<file path="src/common/ccwc_pkg.sv">
/*
 constants, field positions and state encoding for the chaining sequencer.
 assumes: storage words are 32 bits with the big-endian bit numbering mapped
 so that printed bit n of a word sits at index 31-n, and printed bit n of a
 status or flag byte at index 7-n.
*/
// How it works
// - second word fetch forces address bit 29
// - resume service, else store subchannel words 1-2
// - errors suppress command chaining, request interrupt
// - immediate operation chains on device end anyway
// - otherwise chain only on zero count or suppress
// - command chaining also loads command and data byte
// - word-2 fetch end starts control unit reselection
// - operational-in down after selection: store words 1-2
// - command code 1000 marks branch command
// - illegal branch gives program check and interrupt
// - branch loads target, stores target plus eight
// - word-3 store end fetches branch target word
// - after branch: resume service, reselect or store words 1-2
// - status modifier skips to sixteen bytes ahead
// - modifier latch refetches word 3, adds eight again
// - zero count with data chain flag starts chaining
// - word 3 address forces address bit 28
package ccwc_pkg;
    localparam int          ADDR_W        = 18;
    localparam int          DATA_W        = 32;
    localparam logic [3:0]  OFF_UCW1      = 4'h0;
    localparam logic [3:0]  OFF_UCW2      = 4'h4;
    localparam logic [3:0]  OFF_UCW3      = 4'h8;   // bit 28 forced
    localparam logic [17:0] CCW2_BIT      = 18'h00004; // bit 29 forced
    localparam logic [17:0] CCW_STEP      = 18'h00008;
    localparam logic [3:0]  BRANCH_CODE   = 4'h8;
    localparam int          ST_DEV_END    = 2;
    localparam int          ST_MODIFIER   = 6;
    localparam int          ST_UNIT_CHK   = 1;
    localparam int          ST_UNIT_EXC   = 0;
    localparam int          FL_DATA_CHAIN = 7;
    localparam int          FL_CMD_CHAIN  = 6;
    localparam int          FL_LEN_SUP    = 5;
    localparam logic [15:0] RST_COUNT     = 16'h0000;
    localparam logic [7:0]  RST_BYTE      = 8'h00;
    localparam logic [17:0] RST_ADDR      = 18'h00000;

    typedef enum logic [2:0] {
        CCWC_IDLE = 3'b000,
        CCWC_W3F  = 3'b001,
        CCWC_W3S  = 3'b011,
        CCWC_C1F  = 3'b010,
        CCWC_C2F  = 3'b110,
        CCWC_SEL  = 3'b111,
        CCWC_U1S  = 3'b101,
        CCWC_U2S  = 3'b100
    } ccwc_state_t;
endpackage

</file>
<file path="src/logic/ccwc_chain.sv">
/*
 chaining sequencer of a byte-multiplexing channel: data chaining, command
 chaining, branch command and status-modifier skip.
 assumes: storage answers each request with a one-cycle ack (read data valid
 with it); the ack stands for the end of the storage cycle's write clocks.
 status, selection done and data-cycle strobes come from same-clock logic;
 operational-in is a pin and is synchronised here.
*/
`timescale 1ns/1ps
`default_nettype none
module ccwc_chain
    import ccwc_pkg::*;
#(
    parameter logic [5:0] UCW_BASE   = 6'h00,
    parameter logic [8:0] ADDR_LIMIT = 9'h007
)
(
    // clock and reset
    input  wire logic              clk_i,
    input  wire logic              resetn_i,
    // storage port
    output logic                   stor_req_o,
    output logic                   stor_we_o,
    output logic [ADDR_W-1:0]      stor_addr_o,
    output logic [DATA_W-1:0]      stor_wdata_o,
    input  wire logic              stor_ack_i,
    input  wire logic [DATA_W-1:0] stor_rdata_i,
    // channel context
    input  wire logic [7:0]        car_i,
    input  wire logic              data_cycle_i,
    input  wire logic              count_dec_i,
    input  wire logic              burst_i,
    input  wire logic              op_in_i,
    input  wire logic              first_cycle_i,
    input  wire logic              incorrect_len_i,
    input  wire logic              start_io_i,
    input  wire logic              caw_cycle_i,
    // status from control unit
    input  wire logic              status_valid_i,
    input  wire logic [7:0]        status_i,
    // reselection
    output logic                   sel_start_o,
    input  wire logic              sel_done_i,
    // channel registers and events
    output logic [7:0]             cmd_o,
    output logic [7:0]             chan_data_o,
    output logic [7:0]             flags_o,
    output logic [15:0]            count_o,
    output logic [ADDR_W-1:0]      data_addr_o,
    output logic                   cc_latch_o,
    output logic                   dc_latch_o,
    output logic                   prog_check_o,
    output logic                   irq_req_o,
    output logic                   busy_o
);
    logic              rst_q1, rst_n, op_in;
    ccwc_state_t       state, next_state;
    logic              req, next_req, we, next_we, sel, next_sel, irq, next_irq;
    logic [ADDR_W-1:0] addr, next_addr, d_reg, next_d_reg, e_reg, next_e_reg;
    logic [ADDR_W-1:0] da, next_da;
    logic [DATA_W-1:0] wdata, next_wdata;
    logic [7:0]        cmd, next_cmd, cdr, next_cdr, flags, next_flags;
    logic [15:0]       count, next_count;
    logic              cc, next_cc, dc, next_dc, modl, next_modl;
    logic              br, next_br, pchk, next_pchk;
    logic              is_branch, br_fault, dev_end, suppress, count_zero;

    function automatic logic [ADDR_W-1:0] ucw_addr(input logic [7:0] a, input logic [3:0] off);
        ucw_addr = {UCW_BASE, a, off};
    endfunction

    // reset release through two flops; only constants under reset
    always_ff @(posedge clk_i or negedge resetn_i)
    begin
        if (!resetn_i)
        begin
            rst_q1 <= 1'b0;
            rst_n  <= 1'b0;
        end
        else
        begin
            rst_q1 <= 1'b1;
            rst_n  <= rst_q1;
        end
    end

    ccwc_sync u_op_sync
    (
        .clk_i (clk_i),
        .rst_n (rst_n),
        .d_i   (op_in_i),
        .q_o   (op_in)
    );

    ccwc_branch_check #(.ADDR_LIMIT(ADDR_LIMIT)) u_branch
    (
        .word_i        (stor_rdata_i),
        .start_io_i    (start_io_i),
        .caw_cycle_i   (caw_cycle_i),
        .branch_last_i (br),
        .is_branch_o   (is_branch),
        .prog_check_o  (br_fault)
    );

    // status decode; error conditions block command chaining
    assign count_zero = (count == 16'h0000);
    assign dev_end    = status_valid_i && status_i[ST_DEV_END];
    assign suppress   = status_i[ST_UNIT_CHK] || status_i[ST_UNIT_EXC] || pchk
                        || (incorrect_len_i && !flags[FL_LEN_SUP]);

    // sequencer next state; storage requests are raised on entry to a cycle
    always_comb
    begin
        next_state = state;
        next_req   = req;
        next_we    = we;
        next_addr  = addr;
        next_wdata = wdata;
        next_d_reg = d_reg;
        next_e_reg = e_reg;
        next_da    = da;
        next_cmd   = cmd;
        next_cdr   = cdr;
        next_flags = flags;
        next_count = count;
        next_cc    = cc;
        next_dc    = dc;
        next_modl  = modl;
        next_br    = br;
        next_pchk  = pchk;
        next_sel   = 1'b0;
        next_irq   = 1'b0;
        // clear first, so a check found in the same cycle wins
        if (start_io_i)
        begin
            next_pchk = 1'b0;
        end
        if (req && stor_ack_i)
        begin
            next_req = 1'b0;
        end
        unique case (state)
            CCWC_IDLE:
            begin
                if (count_dec_i && !count_zero)
                begin
                    next_count = 16'(count - 16'h0001);
                end
                if (data_cycle_i && count_zero && flags[FL_DATA_CHAIN])
                begin
                    next_dc    = 1'b1;
                    next_state = CCWC_W3F;
                    next_req   = 1'b1;
                    next_we    = 1'b0;
                    next_addr  = ucw_addr(car_i, OFF_UCW3);
                end
                else if (dev_end && suppress)
                begin
                    next_irq = 1'b1;
                end
                else if (dev_end && flags[FL_CMD_CHAIN] && (first_cycle_i || count_zero || flags[FL_LEN_SUP]))
                begin
                    next_cc    = 1'b1;
                    next_modl  = status_i[ST_MODIFIER];
                    next_state = CCWC_W3F;
                    next_req   = 1'b1;
                    next_we    = 1'b0;
                    next_addr  = ucw_addr(car_i, OFF_UCW3);
                end
                else if (start_io_i)
                begin
                    next_state = CCWC_W3F; // new operation: word 3 names the first word
                    next_req   = 1'b1;
                    next_we    = 1'b0;
                    next_addr  = ucw_addr(car_i, OFF_UCW3);
                end
            end
            CCWC_W3F:
            begin
                if (stor_ack_i)
                begin
                    next_e_reg = stor_rdata_i[ADDR_W-1:0];
                    next_d_reg = ADDR_W'(stor_rdata_i[ADDR_W-1:0] + CCW_STEP);
                    next_state = CCWC_W3S;
                    next_req   = 1'b1;
                    next_we    = 1'b1;
                    next_wdata = {14'h0000, next_d_reg};
                end
            end
            CCWC_W3S:
            begin
                if (stor_ack_i && modl)
                begin
                    // second pass leaves d at +16, e at +8
                    next_modl  = 1'b0;
                    next_state = CCWC_W3F;
                    next_req   = 1'b1;
                    next_we    = 1'b0;
                end
                else if (stor_ack_i)
                begin
                    next_state = CCWC_C1F;
                    next_req   = 1'b1;
                    next_we    = 1'b0;
                    next_addr  = e_reg;
                end
            end
            CCWC_C1F:
            begin
                if (stor_ack_i && br_fault)
                begin
                    // abandon the chain; interrupt reports the check
                    next_pchk  = 1'b1;
                    next_irq   = 1'b1;
                    next_cc    = 1'b0;
                    next_dc    = 1'b0;
                    next_br    = 1'b0;
                    next_state = CCWC_IDLE;
                end
                else if (stor_ack_i && is_branch)
                begin
                    next_br    = 1'b1;
                    next_e_reg = stor_rdata_i[ADDR_W-1:0];
                    next_d_reg = ADDR_W'(stor_rdata_i[ADDR_W-1:0] + CCW_STEP);
                    next_state = CCWC_W3S;
                    next_req   = 1'b1;
                    next_we    = 1'b1;
                    next_addr  = ucw_addr(car_i, OFF_UCW3);
                    next_wdata = {14'h0000, next_d_reg};
                end
                else if (stor_ack_i)
                begin
                    next_br = 1'b0;
                    next_da = stor_rdata_i[ADDR_W-1:0];
                    if (cc)
                    begin
                        next_cmd = stor_rdata_i[31:24];
                        next_cdr = stor_rdata_i[31:24];
                    end
                    next_state = CCWC_C2F;
                    next_req   = 1'b1;
                    next_we    = 1'b0;
                    next_addr  = e_reg | CCW2_BIT;
                end
            end
            CCWC_C2F:
            begin
                if (stor_ack_i)
                begin
                    next_count = stor_rdata_i[15:0];
                    next_flags = stor_rdata_i[31:24];
                    if (cc)
                    begin
                        next_sel   = 1'b1;
                        next_state = CCWC_SEL;
                    end
                    else if (burst_i || op_in)
                    begin
                        next_dc    = 1'b0;
                        next_state = CCWC_IDLE;
                    end
                    else
                    begin
                        next_state = CCWC_U1S;
                        next_req   = 1'b1;
                        next_we    = 1'b1;
                        next_addr  = ucw_addr(car_i, OFF_UCW1);
                        next_wdata = {cmd, 6'h00, da};
                    end
                end
            end
            CCWC_SEL:
            begin
                if (sel_done_i)
                begin
                    next_cc = 1'b0;
                    if (op_in)
                    begin
                        next_state = CCWC_IDLE;
                    end
                    else
                    begin
                        next_state = CCWC_U1S;
                        next_req   = 1'b1;
                        next_we    = 1'b1;
                        next_addr  = ucw_addr(car_i, OFF_UCW1);
                        next_wdata = {cmd, 6'h00, da};
                    end
                end
            end
            CCWC_U1S:
            begin
                if (stor_ack_i)
                begin
                    next_state = CCWC_U2S;
                    next_req   = 1'b1;
                    next_addr  = ucw_addr(car_i, OFF_UCW2);
                    next_wdata = {flags, 8'h00, count};
                end
            end
            CCWC_U2S:
            begin
                if (stor_ack_i)
                begin
                    next_dc    = 1'b0;
                    next_we    = 1'b0;
                    next_state = CCWC_IDLE;
                end
            end
        endcase
    end

    always_ff @(posedge clk_i or negedge rst_n)
    begin
        if (!rst_n)
        begin
            state <= CCWC_IDLE;
            req   <= 1'b0;
            we    <= 1'b0;
            addr  <= RST_ADDR;
            wdata <= 32'h00000000;
            d_reg <= RST_ADDR;
            e_reg <= RST_ADDR;
            da    <= RST_ADDR;
            cmd   <= RST_BYTE;
            cdr   <= RST_BYTE;
            flags <= RST_BYTE;
            count <= RST_COUNT;
            cc    <= 1'b0;
            dc    <= 1'b0;
            modl  <= 1'b0;
            br    <= 1'b0;
            pchk  <= 1'b0;
            sel   <= 1'b0;
            irq   <= 1'b0;
        end
        else
        begin
            state <= next_state;
            req   <= next_req;
            we    <= next_we;
            addr  <= next_addr;
            wdata <= next_wdata;
            d_reg <= next_d_reg;
            e_reg <= next_e_reg;
            da    <= next_da;
            cmd   <= next_cmd;
            cdr   <= next_cdr;
            flags <= next_flags;
            count <= next_count;
            cc    <= next_cc;
            dc    <= next_dc;
            modl  <= next_modl;
            br    <= next_br;
            pchk  <= next_pchk;
            sel   <= next_sel;
            irq   <= next_irq;
        end
    end

    // outputs straight from flops, busy_o decoded from state
    assign stor_req_o   = req;
    assign stor_we_o    = we;
    assign stor_addr_o  = addr;
    assign stor_wdata_o = wdata;
    assign sel_start_o  = sel;
    assign cmd_o        = cmd;
    assign chan_data_o  = cdr;
    assign flags_o      = flags;
    assign count_o      = count;
    assign data_addr_o  = da;
    assign cc_latch_o   = cc;
    assign dc_latch_o   = dc;
    assign prog_check_o = pchk;
    assign irq_req_o    = irq;
    assign busy_o       = (state != CCWC_IDLE);
endmodule
`default_nettype wire

</file>
<file path="src/logic/ccwc_sync.sv">
/*
 two-flop level synchroniser.
 assumes: input is a slow level from outside the clock domain.
*/
`timescale 1ns/1ps
`default_nettype none
module ccwc_sync
(
    // clock and reset
    input  wire logic clk_i,
    input  wire logic rst_n,
    // level in and out
    input  wire logic d_i,
    output logic      q_o
);
    logic meta;
    logic next_meta;

    // first flop feeds only the second
    always_comb
    begin
        next_meta = d_i;
    end

    always_ff @(posedge clk_i or negedge rst_n)
    begin
        if (!rst_n)
        begin
            meta <= 1'b0;
            q_o  <= 1'b0;
        end
        else
        begin
            meta <= next_meta;
            q_o  <= meta;
        end
    end
endmodule
`default_nettype wire

</file>
<file path="src/logic/ccwc_branch_check.sv">
/*
 decode of a fetched first command word: branch recognition and the
 program-check tests that apply to a branch.
 assumes: word is the storage data of the chaining fetch, same clock.
*/
`timescale 1ns/1ps
`default_nettype none
module ccwc_branch_check
    import ccwc_pkg::*;
#(
    parameter logic [8:0] ADDR_LIMIT = 9'h007
)
(
    // fetched word and context
    input  wire logic [31:0] word_i,
    input  wire logic        start_io_i,
    input  wire logic        caw_cycle_i,
    input  wire logic        branch_last_i,
    // decode
    output logic             is_branch_o,
    output logic             prog_check_o
);
    // command bits 4 to 7, address bits 8 to 16, bits 29 to 31
    always_comb
    begin
        is_branch_o  = (word_i[27:24] == BRANCH_CODE);
        prog_check_o = is_branch_o && (start_io_i || caw_cycle_i || branch_last_i
                       || (word_i[2:0] != 3'h0) || (word_i[23:15] > ADDR_LIMIT));
    end
endmodule
`default_nettype wire

</file>
<file path="config.mk">
export PLATFORM = sky130hd
export DESIGN_NAME = ccwc_chain
export DESIGN_NICKNAME = d
export VERILOG_FILES = /design/src/common/ccwc_pkg.sv /design/src/logic/ccwc_chain.sv /design/src/logic/ccwc_sync.sv /design/src/logic/ccwc_branch_check.sv
export SDC_FILE = /design/constraint.sdc
export NUM_CORES = 1
export LEC_CHECK = 0
export BUFFER_PORTS_ARGS = -buffer_cell sky130_fd_sc_hd__buf_2
export CAP_MARGIN = 5
export CELL_PAD_IN_SITES_DETAIL_PLACEMENT = 2
export CELL_PAD_IN_SITES_GLOBAL_PLACEMENT = 2
export CORE_MARGIN = 4
export CORE_UTILIZATION = 33
export CTS_CLUSTER_DIAMETER = 50
export CTS_CLUSTER_SIZE = 40
export DETAILED_ROUTE_END_ITERATION = 10
export PLACE_DENSITY_LB_ADDON = 0.1
export REMOVE_ABC_BUFFERS = 1
export SLEW_MARGIN = 20
export SYNTH_ARGS = -nofsm -noshare
export SYNTH_HDL_FRONTEND = slang
export SYNTH_SLANG_ARGS = --single-unit
</file>
<file path="constraint.sdc">
create_clock -name clk_i -period 4.9 [get_ports clk_i]
set_input_delay 0.49 -clock clk_i [delete_from_list [all_inputs] [get_ports clk_i]]
set_output_delay 0.49 -clock clk_i [all_outputs]
set_load 0.1 [all_outputs]
</file>
; ---- Yosys cells after proc, flatten, opt, wreduce, memory -nomap -nowiden
; Cells that the tools add are included.
[op_classes]
add_sub_neg = 2
n_mux = 110
magnitude_cmp = 1
reduce_logical = 52
n_bitwise = 2
n_eq_ne = 33
[ops]
columns = op, n
row1 = $mux W18, 18
row2 = $mux W32, 9
row3 = $pmux W32 S5, 1
row4 = $pmux W18 S6, 1
row5 = $mux W1, 53
row6 = $mux W3, 17
row7 = $ne A2 B2 Y1 const B, 20
row8 = $pmux W18 S2, 1
row9 = $mux W16, 2
row10 = $pmux W16 S2, 1
row11 = $pmux W3 S8, 1
row12 = $reduce_and A10 Y1, 2
row13 = $add A18 B4 Y18 const B, 1
row14 = $logic_not A16 Y1, 1
row15 = $sub A16 B1 Y16 const B, 1
row16 = $logic_and A1 B1 Y1, 13
row17 = $reduce_and A13 Y1, 1
row18 = $eq A3 B3 Y1 const B, 4
row19 = $reduce_bool A3 Y1, 4
row20 = $logic_or A1 B1 Y1, 10
row21 = $reduce_and A5 Y1, 2
row22 = $gt A9 B3 Y1 const B, 1
row23 = $ne A3 B3 Y1 const B, 3
row24 = $reduce_and A9 Y1, 1
row25 = other kinds (23), 32
[totals]
regBits = 134

; ---- Logic depth before layout (Yosys ltp)
[depth]
word_depth = 8
mapped_depth = 9
ltp_nobuf = 8

; ---- Cells and area by module
; Synthesis repeated with hierarchy kept, for this count alone.
[hier_totals]
cells_unflattened = 640
area_unflattened_um2 = 6507.5
[modules_own_cells]
columns = mod, area_per_inst_um2, seq_area_each_um2, cells_each, instances
row1 = ccwc_chain, 6417.4, 3153.0, 633, 1
row2 = ccwc_sync, 50.0, 50.0, 2, 1
row3 = ccwc_branch_check, 40.0, 0.0, 5, 1

; ---- Worst setup path after synthesis
; Ideal clock, no wire load.
[synth_timing]
path_type = flip-flop to flip-flop
start = register count[0], in the netlist count_o[0]
end = register addr[17], in the netlist stor_addr_o[17]
synth_period_minus_slack_ns = 2.628
arrival_ns = 2.545
slack_ns = 2.272
setup_time_ns = 0.083
t_required_ns = 4.817
stages_incl_launch_ff = 10
path_cell_list = dfrtp_1 -> inv_1 -> ha_1 -> nor3b_2 -> nand4b_2 -> o21ai_1 -> o211ai_4 -> buf_6 -> nand2_1 -> o21ai_0
[synth_via]
elab_chain_cells = 8
word_cells_on_any_way = 13
classes_between = eq/ne (2) / mux (4) / reduce/logical (7)
[synth_rtl]
columns = item, line
row1 = start: declaration, ccwc_chain.sv:63  ; logic [15:0] count, next_count;
row2 = start signal: assignment, ccwc_chain.sv:350  ; count <= next_count;
row3 = $logic_not A16 Y1 *, ccwc_chain.sv:106  ; assign count_zero = (count == 16'h0000);
row4 = $logic_or A1 B1 Y1 (2 in series), ccwc_chain.sv:161  ; else if (dev_end && flags[FL_CMD_CHAIN] && (first_cycle_i || count_zero || flags[FL_LEN_SUP]))
row5 = $logic_and A1 B1 Y1, ccwc_chain.sv:161
row6 = $mux W18, ccwc_chain.sv:161
row7 = $mux W18, ccwc_chain.sv:157  ; else if (dev_end && suppress)
row8 = $mux W18, ccwc_chain.sv:149  ; if (data_cycle_i && count_zero && flags[FL_DATA_CHAIN])
row9 = $pmux W18 S6, ccwc_chain.sv:142  ; unique case (state)
row10 = end signal: assignment, ccwc_chain.sv:342  ; addr <= next_addr;
row11 = end: declaration, ccwc_chain.sv:59  ; logic [ADDR_W-1:0] addr, next_addr, d_reg, next_d_reg, e_reg, next_e_reg;
; Every way passes the cells marked *; elsewhere a longest branch is shown, timed or not. The select of a mux whose other input is x is not followed.
; A chain may end at the register's enable or synchronous reset.

; ---- Worst setup path after layout
[layout_timing]
start = register state[0]
end = register wdata[25], in the netlist stor_wdata_o[25]
[layout_via]
elab_chain_cells = 3
word_cells_on_any_way = 17
classes_between = eq/ne (14) / mux (1) / reduce/logical (2)
[layout_rtl]
columns = item, line
row1 = start: declaration, ccwc_chain.sv:57  ; ccwc_state_t state, next_state;
row2 = start signal: assignment, ccwc_chain.sv:339  ; state <= next_state;
row3 = "$eq A3 B3 Y1, or another cell as far along", ccwc_chain.sv:142
row4 = $reduce_bool A5 Y1 (no source line) or $ne A2 B2 Y1 (tied branches), n/a
row5 = $reduce_and A10 Y1 (no source line), n/a
row6 = end signal: assignment, ccwc_chain.sv:343  ; wdata <= next_wdata;
row7 = end: declaration, ccwc_chain.sv:61  ; logic [DATA_W-1:0] wdata, next_wdata;
; Parallel ways exist; a longest one is shown, timed or not.

==> metrics.txt <==
status finished, final reports clean; CP bufs+invs 1; max incr delay on CP 0.76 ns; FMAX about 340 MHz; RSZ-0062 raised after global routing false; max_cap viols 0; setup_tns 0 ns; Worst Hold Depth 1; RD Place Congestion 0.818; Max Slew Vio Count 0; Min Hold Slack 0.176 ns; violation count after the first detailed-route iteration 292; Final WS setup 1.96 ns; Async S/R FF share, synth 100%; Hold Fails Final Rpt 0; H-tree levels 4; Post-synth EDFFs 0; Top delay family on crit path compound AO/OA/AOI/OAI gates; synth unique cells 73; worst hold path type in2reg; startpoint types flop; number of flip-flops in the largest register 26; Root Driver clkbuf_16; Area after DPL 7640 µm²; layout cells sized above 1 34.6%; initial antenna violation count 1; Crit path required time approximately 5.1 ns; Starting Density roughly a third; Setup WS pre-CTS around 1.9 ns; vias in the first global route 6,664; nets between 800 and 900; top cell type's share of synthesized area 47.9%; first-pass GRT wire length around 39 mm; PortBufs approximately 170; cell mode on critical path o21ai_0; slowest CP cell dfrtp_1; WP depth 6; Die Height 150 µm; Die Wd 150 µm; GRT overflow 0; FF+latch count, synth 128; Critical Path Fanout Max between 50 and 60; count of final setup violators 0; fillers 2,134; All-Layer GR Usage 22.7%; main flop type after synthesis dfrtp_1; Crit path arrival time 3.17 ns; first-pass iteration count of the detailed router 5; Final HPWL DP 17.7 mm; Ports 177; Worst Setup SP state[0]; post-route cell area 8310 µm²; Crit Path Category reg2reg; Avg Vias per Cell 5.50; # DRC 0; commonest non-fill, non-tap cells in the layout buf_2, dfrtp_1, nand2_1; Synth area leaders dfrtp_1, mux2_2, nand2_1, o21ai_0, a21oi_1; CP Cell Sequence inv_1 > nor2_1 > o21ai_0 > a211o_2 > nand2_1 > o21ai_0; Final Cycle Share approximately 60%; post-CTS sizing 0; Slew @ Worst Pin 0.961 ns; core area 19,700 µm²; CTS tree built; critical path endpoint category flop; P&R area growth vs syn 24.2%; via count 5,970; worst hold start op_in_i; Reg2Reg Setup Slack 1.96 ns; Ys Warns 0; clk sinks 128; TritonCTS Buffers 17; ANT nets after route 0; Post-Synthesis Cells 657; Rel. slew slack a little over a third; Placement Rows 51; skew final 0.00972 ns; clock buffer depth 2; R2R depth 6; post-synth top area cell dfrtp_1; FF-to-FF Start state[0]; DRT Wirelength 25.2 mm; largest net degree at the start of global routing 54; Clock transition at path regs 0.06 ns; Tmin final approximately 3 ns; Seq/Total Area, Yosys 47.9%; die area 22,600 µm²; commonest non-fill, non-tap cell in the layout buf_2; area of the mapped netlist 6690 µm²; Worst-Skew Late Latency 0.42 ns; synthesized area per cell 10.2 µm²; drt wl/cell 23.2 µm
==> kinds of logic (layout without fill, tap and decap cells) <==
| logic type | count (synthesis) | count (layout) | share of synthesized area [%] |
|---|---|---|---|
| buffers and inverters | 63 | 221 | 5.18 |
| DFF | 128 | 128 | 47.9 |
| adders and majority gates | 2 | 2 | 0.374 |
| and+or+nand+nor | 195 | 195 | 15.1 |
| other | 2 | 8 | 0.112 |
| AOI/OAI and AO/OA | 192 | 192 | 19.4 |
| xor gates and xnor gates | 13 | 13 | 1.70 |
| muxes | 62 | 62 | 10.2 |
==> final timing paths <==
path	end
max	stor_wdata_o[25]
min	u_op_sync.meta
max reg2reg	stor_wdata_o[25]
min reg2reg	u_op_sync.q_o
max in group asynchronous	flags_o[5]
min in group asynchronous	rst_q1
==> cell type report <==
cell class	count	area [µm²]	area share, %
Inverter	12	45.0	0.542
Antenna cell	1	2.50	0.0301
Timing Repair Buffer	177	936	11.3
Tap cell	265	332	3.99
Multi-Input combinational cell	471	3160	38.1
Clock inverter	10	159	1.91
Sequential cell	128	3210	38.6
Clock buffer	22	464	5.59
==> layer usage <==
layer  share of wire (%)  vias up  GRT usage [%]
met4                0.99        0           5.90
met3                 4.3       21           3.13
met1                  44     3111           29.8
met2                  51      158           39.3
li1                    -     2680              -
met5                   0        -              0
==> synthesized netlist by cell type, types with 4 or more instances <==
cell,n
nor3_2,4
xnor2_1,8
buf_2,13
nor2b_1,4
o22a_1,7
o21ai_1,10
buf_6,5
o21ai_2,13
mux2_1,10
o21ai_0,54
xor2_1,5
and3_1,6
a21oi_1,34
nor3_1,8
a31oi_1,9
a222oi_1,7
and2_1,5
nor4_1,5
nand3_1,13
buf_4,15
nand2_1,78
dfrtp_1,128
nor2_1,43
inv_1,12
mux2i_1,11
mux2_2,41
o22ai_1,5
a22oi_1,15
clkbuf_1,15
nand4_1,6
==> worst register-to-register path: stages (launching register included) <==
cell and delay (ns):
dfrtp_1 0.76, inv_1 0.32, nor2_1 0.40, o21ai_0 0.17, a211o_2 0.73, nand2_1 0.24
o21ai_0 0.14
==> timing repair <==
item / 4_1_cts / 5_1_grt
endpoints found under the hold margin: 2 / 0
hold buffers: 1 / 0
setup buffers: 0 / 0
==> metrics by stage <==
step | cells | utilization, %
detailed placement | 1051 | 38.7
global placement | 1051 | 38.7
global route | 1086 | 42.1
CTS | 1084 | 42.0
finish | 1086 | 42.1
floorplan | 611 | -
Power is not shown: default switching activity piles up to over one toggle a cycle in this logic, so the estimate is an artifact.
